**src/hw/ics_defines.svh**
```systemverilog
// Constants of the I/O channel configuration and surveillance block.
// Assumes it is included by the package and the design modules by bare name.
`ifndef ICS_DEFINES_SVH
`define ICS_DEFINES_SVH

// Object indexes of the configuration port
`define ICS_IDX_GEN 16'h2381
`define ICS_IDX_DLY 16'h2382
`define ICS_IDX_DIR 16'h2383
`define ICS_IDX_POL 16'h2384
`define ICS_IDX_FILT 16'h2385

// Entry counts, read back at subindex zero
`define ICS_CNT_GEN 8'h07
`define ICS_CNT_CH 8'h10
`define ICS_CNT_PORT 8'h08

// Bit positions inside the general settings (subindex minus one)
`define ICS_GEN_WEB 3'h0
`define ICS_GEN_FORCE 3'h1
`define ICS_GEN_ALL 3'h2
`define ICS_GEN_AUX 3'h3
`define ICS_GEN_ACT 3'h4
`define ICS_GEN_EXT 3'h5
`define ICS_GEN_RESTART 3'h6

// Field codes and reset values
`define ICS_BOOL_MAX 8'h01
`define ICS_DIR_IN 8'h01
`define ICS_DIR_OUT 8'h02
`define ICS_POL_NC 8'h01
`define ICS_DLY_DEFAULT_MS 8'h50
`define ICS_DLY_STATIC_MS 8'h64

// Emergency classes
`define ICS_EMCY_GEN 2'h0
`define ICS_EMCY_AUX 2'h1
`define ICS_EMCY_ACT 2'h2

// Millisecond time base
`define ICS_MS_NS 32'h000f4240
`define ICS_CLK_NS 32'h00000019

`endif

```
**src/hw/ics_pkg.sv**
```systemverilog
// Types of the I/O channel configuration and surveillance block.
// Assumes ics_defines.svh is on the include path.
`include "ics_defines.svh"

package ics_pkg;

  typedef enum logic {ICS_ST_SETTLE, ICS_ST_WATCH} ics_chan_st_t;

  typedef struct packed {
    ics_chan_st_t st;
    logic [7:0] cnt;
    logic prev_cmd;
    logic mon;
    logic shut;
    logic drive;
    logic raw;
    logic [7:0] fcnt;
    logic di;
  } ics_chan_state_t;

  typedef struct packed {
    logic [15:0] tcnt;
    logic tick;
    logic [7:0] gen;
    logic [15:0][7:0] dly;
    logic [7:0][7:0] dir;
    logic [15:0] pol;
    logic [15:0][7:0] filt;
    logic [7:0] chb_out;
    logic ack;
    logic err;
    logic [7:0] rdata;
    logic emcy;
  } ics_top_state_t;

endpackage

```
**src/hw/ics_chan.sv**
```systemverilog
// One channel: surveillance delay, fault shutdown, input filter and polarity.
// Assumes a one-cycle millisecond tick and inputs synchronous to core_clk_i.
`timescale 1ns/10ps
`default_nettype none
`include "ics_defines.svh"

module ics_chan
  import ics_pkg::*;
(
  input wire logic core_clk_i,
  input wire logic reset_i,
  input wire logic ce_i,
  input wire logic tick_i,
  input wire logic out_cmd_i,
  input wire logic fault_i,
  input wire logic di_mode_i,
  input wire logic pol_nc_i,
  input wire logic [7:0] filt_i,
  input wire logic [7:0] delay_i,
  input wire logic restart_en_i,
  input wire logic pin_i,
  output logic monitor_o,
  output logic drive_o,
  output logic di_o
);

  ics_chan_state_t s_reg;
  ics_chan_state_t s_next;
  logic edge_seen;

  always_comb begin
    s_next = s_reg;
    edge_seen = out_cmd_i != s_reg.prev_cmd;
    s_next.prev_cmd = out_cmd_i;
    if (edge_seen) begin
      s_next.st = ICS_ST_SETTLE;
      s_next.cnt = delay_i;
    end else if (s_reg.st == ICS_ST_SETTLE) begin
      if (s_reg.cnt == 8'h00) begin
        s_next.st = ICS_ST_WATCH;
      end else if (tick_i) begin
        s_next.cnt = s_reg.cnt - 8'h01;
      end
    end
    s_next.mon = s_next.st == ICS_ST_WATCH;
    // Faults count only once the delay has run out
    if (s_reg.mon && fault_i) begin
      s_next.shut = 1'b1;
    end else if (s_reg.shut && !fault_i && (restart_en_i || !out_cmd_i)) begin
      s_next.shut = 1'b0;
    end
    s_next.drive = out_cmd_i && !s_next.shut;
    if (!di_mode_i || filt_i == 8'h00 || pin_i == s_reg.raw) begin
      s_next.raw = pin_i;
      s_next.fcnt = 8'h00;
    end else if (tick_i) begin
      if (s_reg.fcnt + 8'h01 >= filt_i) begin
        s_next.raw = pin_i;
        s_next.fcnt = 8'h00;
      end else begin
        s_next.fcnt = s_reg.fcnt + 8'h01;
      end
    end
    s_next.di = di_mode_i ? (s_next.raw ^ pol_nc_i) : pin_i;
  end

  always_ff @(posedge core_clk_i) begin
    if (reset_i) begin
      s_reg <= '0;
      s_reg.cnt <= `ICS_DLY_STATIC_MS;
    end else if (ce_i) begin
      s_reg <= s_next;
    end
  end

  assign monitor_o = s_reg.mon;
  assign drive_o = s_reg.drive;
  assign di_o = s_reg.di;
endmodule // ics_chan
`default_nettype wire

```
**src/hw/ics_top.sv**
```systemverilog
// Channel configuration objects and per-channel surveillance for eight ports.
// Assumes the configuration port and all pins are synchronous to core_clk_i.
`timescale 1ns/10ps
`default_nettype none
`include "ics_defines.svh"

// Overview of operation
// Output edge restarts channel surveillance delay
// Current faults count only after delay expires
// Delay 0 to 255 ms, default 80
// Static output uses 100 ms value
// Sixteen independent 8-bit surveillance delays
// Channel B direction: 1 input, 2 output
// Polarity 0 normally open, 1 closed
// Polarity and filter only in input mode
// Sixteen independent 8-bit input filter settings
// Seven boolean general settings, 0 or 1
// Disable-all setting suppresses every emergency message
// Normally closed inverts the sampled pin
// Auto restart re-enables output after fault
module ics_top
  import ics_pkg::*;
#(
  parameter int unsigned TICK_CYCLES = `ICS_MS_NS / `ICS_CLK_NS
)
(
  input wire logic core_clk_i,
  input wire logic reset_i,
  input wire logic ce_i,
  input wire logic sdo_wr_i,
  input wire logic sdo_rd_i,
  input wire logic [15:0] sdo_index_i,
  input wire logic [7:0] sdo_sub_i,
  input wire logic [7:0] sdo_wdata_i,
  output logic sdo_ack_o,
  output logic sdo_err_o,
  output logic [7:0] sdo_rdata_o,
  input wire logic [15:0] out_cmd_i,
  input wire logic [15:0] fault_i,
  input wire logic [7:0] port_di_mode_i,
  input wire logic [15:0] pin_i,
  input wire logic emcy_req_i,
  input wire logic [1:0] emcy_class_i,
  output logic emcy_send_o,
  output logic [15:0] out_drive_o,
  output logic [15:0] monitor_en_o,
  output logic [15:0] di_value_o,
  output logic [7:0] chb_out_o,
  output logic web_lock_o,
  output logic force_lock_o,
  output logic ext_cfg_o
);

  ics_top_state_t s_reg;
  ics_top_state_t s_next;
  logic [3:0] ent;
  logic [7:0] cnt;
  logic [7:0] rd;
  logic hit;
  logic suppress;

  always_comb begin
    s_next = s_reg;
    s_next.ack = 1'b0;
    s_next.err = 1'b0;
    s_next.emcy = 1'b0;
    s_next.tick = 1'b0;
    if (s_reg.tcnt == 16'(TICK_CYCLES - 1)) begin
      s_next.tcnt = 16'h0000;
      s_next.tick = 1'b1;
    end else begin
      s_next.tcnt = s_reg.tcnt + 16'h0001;
    end
    ent = 4'(sdo_sub_i - 8'h01);
    hit = 1'b1;
    cnt = 8'h00;
    rd = 8'h00;
    case (sdo_index_i)
      `ICS_IDX_GEN: begin
        cnt = `ICS_CNT_GEN;
        rd = {7'h00, s_reg.gen[ent[2:0]]};
      end
      `ICS_IDX_DLY: begin
        cnt = `ICS_CNT_CH;
        rd = s_reg.dly[ent];
      end
      `ICS_IDX_DIR: begin
        cnt = `ICS_CNT_PORT;
        rd = s_reg.dir[ent[2:0]];
      end
      `ICS_IDX_POL: begin
        cnt = `ICS_CNT_CH;
        rd = {7'h00, s_reg.pol[ent]};
      end
      `ICS_IDX_FILT: begin
        cnt = `ICS_CNT_CH;
        rd = s_reg.filt[ent];
      end
      default: begin
        hit = 1'b0;
      end
    endcase
    if (sdo_rd_i || sdo_wr_i) begin
      s_next.ack = 1'b1;
      if (!hit || sdo_sub_i > cnt) begin
        s_next.err = 1'b1;
      end else if (sdo_rd_i) begin
        s_next.rdata = (sdo_sub_i == 8'h00) ? cnt : rd;
      end else if (sdo_sub_i == 8'h00) begin
        s_next.err = 1'b1;
      end else begin
        case (sdo_index_i)
          `ICS_IDX_GEN: begin
            if (sdo_wdata_i > `ICS_BOOL_MAX) begin
              s_next.err = 1'b1;
            end else begin
              s_next.gen[ent[2:0]] = sdo_wdata_i[0];
            end
          end
          `ICS_IDX_DLY: begin
            s_next.dly[ent] = sdo_wdata_i;
          end
          `ICS_IDX_DIR: begin
            if (sdo_wdata_i == `ICS_DIR_IN || sdo_wdata_i == `ICS_DIR_OUT) begin
              s_next.dir[ent[2:0]] = sdo_wdata_i;
            end else begin
              s_next.err = 1'b1;
            end
          end
          `ICS_IDX_POL: begin
            if (sdo_wdata_i > `ICS_POL_NC) begin
              s_next.err = 1'b1;
            end else begin
              s_next.pol[ent] = sdo_wdata_i[0];
            end
          end
          `ICS_IDX_FILT: begin
            s_next.filt[ent] = sdo_wdata_i;
          end
          default: begin
            s_next.err = 1'b1;
          end
        endcase
      end
    end
    for (int p = 0; p < 8; p++) begin
      s_next.chb_out[p] = s_next.dir[p] == `ICS_DIR_OUT;
    end
    suppress = s_reg.gen[`ICS_GEN_ALL]
      || (emcy_class_i == `ICS_EMCY_AUX && s_reg.gen[`ICS_GEN_AUX])
      || (emcy_class_i == `ICS_EMCY_ACT && s_reg.gen[`ICS_GEN_ACT]);
    s_next.emcy = emcy_req_i && !suppress;
  end

  always_ff @(posedge core_clk_i) begin
    if (reset_i) begin
      s_reg <= '0;
      s_reg.dly <= {16{`ICS_DLY_DEFAULT_MS}};
      s_reg.dir <= {8{`ICS_DIR_IN}};
    end else if (ce_i) begin
      s_reg <= s_next;
    end
  end

  genvar c;
  generate
    for (c = 0; c < 16; c++) begin : g_chan
      logic is_b;
      logic cmd;
      logic di_mode;
      assign is_b = (c % 2) == 1;
      assign cmd = out_cmd_i[c] && (!is_b || s_reg.chb_out[c / 2]);
      assign di_mode = port_di_mode_i[c / 2] && (!is_b || s_reg.dir[c / 2] == `ICS_DIR_IN);
      ics_chan u_chan (
        .core_clk_i(core_clk_i),
        .reset_i(reset_i),
        .ce_i(ce_i),
        .tick_i(s_reg.tick),
        .out_cmd_i(cmd),
        .fault_i(fault_i[c]),
        .di_mode_i(di_mode),
        .pol_nc_i(s_reg.pol[c]),
        .filt_i(s_reg.filt[c]),
        .delay_i(s_reg.dly[c]),
        .restart_en_i(s_reg.gen[`ICS_GEN_RESTART]),
        .pin_i(pin_i[c]),
        .monitor_o(monitor_en_o[c]),
        .drive_o(out_drive_o[c]),
        .di_o(di_value_o[c])
      );
    end
  endgenerate

  assign sdo_ack_o = s_reg.ack;
  assign sdo_err_o = s_reg.err;
  assign sdo_rdata_o = s_reg.rdata;
  assign emcy_send_o = s_reg.emcy;
  assign chb_out_o = s_reg.chb_out;
  assign web_lock_o = s_reg.gen[`ICS_GEN_WEB];
  assign force_lock_o = s_reg.gen[`ICS_GEN_FORCE];
  assign ext_cfg_o = s_reg.gen[`ICS_GEN_EXT];
endmodule // ics_top
`default_nettype wire

```
**config.mk**
```make
export PLATFORM = sky130hd
export DESIGN_NAME = ics_top
export DESIGN_NICKNAME = d
export VERILOG_FILES = /design/src/hw/ics_pkg.sv /design/src/hw/ics_chan.sv /design/src/hw/ics_top.sv
export VERILOG_INCLUDE_DIRS = /design/src /design/src/hw
export SDC_FILE = /design/constraint.sdc
export NUM_CORES = 2
export LEC_CHECK = 0
export ABC_CLOCK_PERIOD_IN_PS = 6300
export BUFFER_PORTS_ARGS = -buffer_cell sky130_fd_sc_hd__buf_4
export CORE_UTILIZATION = 23
export CTS_CLUSTER_DIAMETER = 80
export DETAILED_ROUTE_END_ITERATION = 10
export GPL_TIMING_DRIVEN = 0
export PLACE_DENSITY = 0.42
export SKIP_CTS_REPAIR_TIMING = 1
export SYNTH_ARGS = -nofsm -noshare
export SYNTH_HDL_FRONTEND = slang
export SYNTH_SLANG_ARGS = --single-unit
```
**constraint.sdc**
```tcl
create_clock -name core_clk_i -period 6.3 [get_ports core_clk_i]
set_clock_uncertainty 0.2 [all_clocks]
set_input_delay 0.63 -clock core_clk_i [delete_from_list [all_inputs] [get_ports core_clk_i]]
set_output_delay 0.63 -clock core_clk_i [all_outputs]
set_load 0.03 [all_outputs]
```
==> flow_summary.ini <==
[timing]
worstMarginPinSlew_ns = 1.65
post-route-period-util_pct = 96.3
setup_viol = 0
period_needed_ns = 6.07
rsz0062_at_grt = false
hold_viol = 2
final_max_slew_viol_count = 11
max_slew_margin_pct = -10.2
fin_worst_hold_slack_ns = -0.00347
fmax_mhz = 165

[clock_tree]
insertion_delay_ns = 0.74
clk_pin_slew_worst_paths_ns = 0.06
h-tree-depth = 3
cts.sink_count = 732
cts_tree = built
numCtsBuffers = 90
cts_max_path_buffers = 3
clk_root_buffer_cell = clkbuf_16

[logic_synthesis]
synth-edff-count = 0
synth_ff_type = dfxtp_1
synth-seq-cells = 732
synth.most_common_cell = dfxtp_1
syn_area_um2 = 40900
ys_types = 81
syn_area_per_cell_um2 = 8.30
syn-num-nets = 5211
yosysTopAreaCell = dfxtp_1
netlist_instances = 4929
yosysWarningCount = 0
synth_top_area_share_pct = 35.8
async_reset_ff_share_pct = 0
netlist_top_cells_area = dfxtp_1, mux2i_1, nor2_1
seq_area_frac_synth_pct = 35.8
synth_commonest_cells = dfxtp_1, nor2_1, nand2_1, mux2i_1, a21oi_1

[place]
portBuffers = 156
hpwl_um = 158000
placed_cell_area_um2 = 45100
place.gp.congestion = 1.11
dp_cells = 7427

[status]
violations = design-rule violations, negative hold slack, max-capacitance violations, max-slew violations
status = finished with violations

[detailed_routing]
drtPass1Iterations = 9
wl_um = 207000
viasPerCell = 5.21
drcViolationCount = 8
drtIter0Drc = 4319
ant_nets = 0
via_count = 39600
wl_per_cell_um = 27.2

[hold_path]
min_path_type = in2reg
holdPathStages = 3
whs_endpoint = g_chan[13].u_chan.s_reg[9]$_SDFFE_PP0P_
worstHoldStart = pin_i[13]

[setup_path]
crit_type = in2reg
rr_endpoint = g_chan[11].u_chan.s_reg[7]$_SDFFE_PP0P_
worstPathRequired_ns = 6.72
rr_worst_depth = 6
crit_path_end_kind = flip-flop
r2r_slack_ns = 1.52
crit_arrival_ns = 6.49
start_kind = input port
cp_max_fo = 12
r2r_start = s_reg[363]$_SDFFE_PP0P_

[power_and_ir_drop]
power.density_nw_per_um2 = 249
ir_worst_vdd_v = 0.000192
power_mw = 12.0
leakagePower_nw = 18.9

[global_route]
grt_overflow = 0
grt_pass1_vias = 36900
antenna_found_initial = 21
grt_usage_pct = 22.4
grt_start_max_net_pins = 13
grt_pass1_wl_um = 288000

[floorplan]
coreArea_um2 = 176000
die_w_um = 424
die_area_um2 = 180000
io_pins = 166
initial_core_util_pct = 23.2
num_rows = 154
die_y_um = 424

[final_layout]
fin_area_um2 = 48300
drive_above_1_share_pct = 10.3
fin_nets = 5461
largest_reg_flops = 358
fin_cells = 7600
area_delta_synth_final_pct = 18.1

[run]
max_cap_violations = 2
==> per-stage QoR <==
stage / TNS (ns) / worst slack [ns] / hold slack [ns] / utilization, %
floorplan: 0 / 2.11 / 0.226 / -
global placement: -144.59 / -2.04 / 0.252 / 25.5
detailed placement: -137.70 / -2.02 / 0.259 / 25.5
CTS: -7.09 / -1.27 / -0.0549 / 27.3
global route: 0 / 0.399 / 0.00514 / 27.4
finish: 0 / 0.232 / -0.00347 / 27.4
==> logic make-up (layout without fill, tap and decap cells) <==
group	count (synthesis)	count (layout)	synth area share, %
other cells	0	5	0
fa+ha+maj	186	186	5.69
flops	732	732	35.8
xor+xnor	184	184	3.94
buf+inv	534	860	5.61
simple gates	1897	1897	22.5
mux	310	310	8.32
compound gates	1086	1086	18.2
==> metal layers <==
layer  GRT usage, %  share of wire (%)  vias up
met2           34.7                 44     1628
li1               -                  -    18200
met4           11.5                5.5       12
met5              0              0.035        -
met3           4.46                7.4      403
met1           29.4                 43    19300
==> where the power goes <==
group | internal [mW] | switching (mW) | total (mW)
sequential | 4.71 | 0.0976 | 4.81
combinational | 0.423 | 1.07 | 1.49
clock | 3.38 | 2.35 | 5.73
total | 8.52 | 3.51 | 12.0
==> critical path, cell delays in order <==
cell and delay [ns]:
buf_4 0.20, buf_2 0.28, inv_1 0.11, clkbuf_1 0.70, clkbuf_2 0.57, ha_1 0.23, buf_2 0.27, xnor2_1 0.20
clkbuf_1 0.82, nand2_1 0.55, o22ai_1 0.32, a221oi_1 0.12, o21ai_0 0.55, o311ai_0 0.51, a32o_1 0.39
==> worst max-delay path by stage <==
| stage | depth (start not counted) | slack (ns) | to | startpoint |
|---|---|---|---|---|
| after floorplan | 14 | 2.11 | sdo_rdata_o[0]$_SDFFE_PP0P_ | sdo_sub_i[0] |
| after global placement | 15 | -2.04 | sdo_rdata_o[5]$_SDFFE_PP0P_ | sdo_sub_i[0] |
| after detailed placement | 15 | -2.02 | sdo_rdata_o[5]$_SDFFE_PP0P_ | sdo_sub_i[0] |
| after CTS | 15 | -1.27 | sdo_rdata_o[5]$_SDFFE_PP0P_ | sdo_sub_i[0] |
| after global routing | 15 | 0.40 | sdo_rdata_o[1]$_SDFFE_PP0P_ | sdo_sub_i[0] |
| final | 15 | 0.23 | sdo_rdata_o[5]$_SDFFE_PP0P_ | sdo_sub_i[0] |
==> layout make-up <==
| class | instances | area (µm²) |
|---|---|---|
| Antenna cell | 5 | 12.5 |
| Clock inverter | 48 | 626 |
| Multi-Input combinational cell | 3663 | 24000 |
| Tap cell | 2340 | 2930 |
| Sequential cell | 732 | 14700 |
| Buffer | 347 | 1640 |
| Timing Repair Buffer | 159 | 1220 |
| Inverter | 186 | 698 |
| Fill cell | 19200 | 128000 |
| Clock buffer | 120 | 2550 |
==> cells in the final DEF (no fill, tap or decap), types with 31 or more instances in the layout <==
master	synthesis	final
a211oi_1	84	84
a21o_1	37	37
a21oi_1	262	261
a221o_1	34	34
a22oi_1	112	112
a311oi_1	71	70
and2_1	86	86
and3_1	66	66
buf_4	65	221
clkbuf_1	235	225
clkbuf_16	0	91
clkbuf_2	2	31
dfxtp_1	732	732
ha_1	186	186
inv_1	186	186
mux2i_1	266	266
nand2_1	432	432
nand2b_1	127	127
nand3_1	126	126
nand4_1	35	35
nor2_1	638	638
nor2b_1	50	50
nor3_1	115	115
nor4_1	46	46
o21ai_0	177	177
o22ai_1	47	47
o31ai_1	37	37
xnor2_1	93	92
xor2_1	91	90
Power figures use the tool's default switching activity.
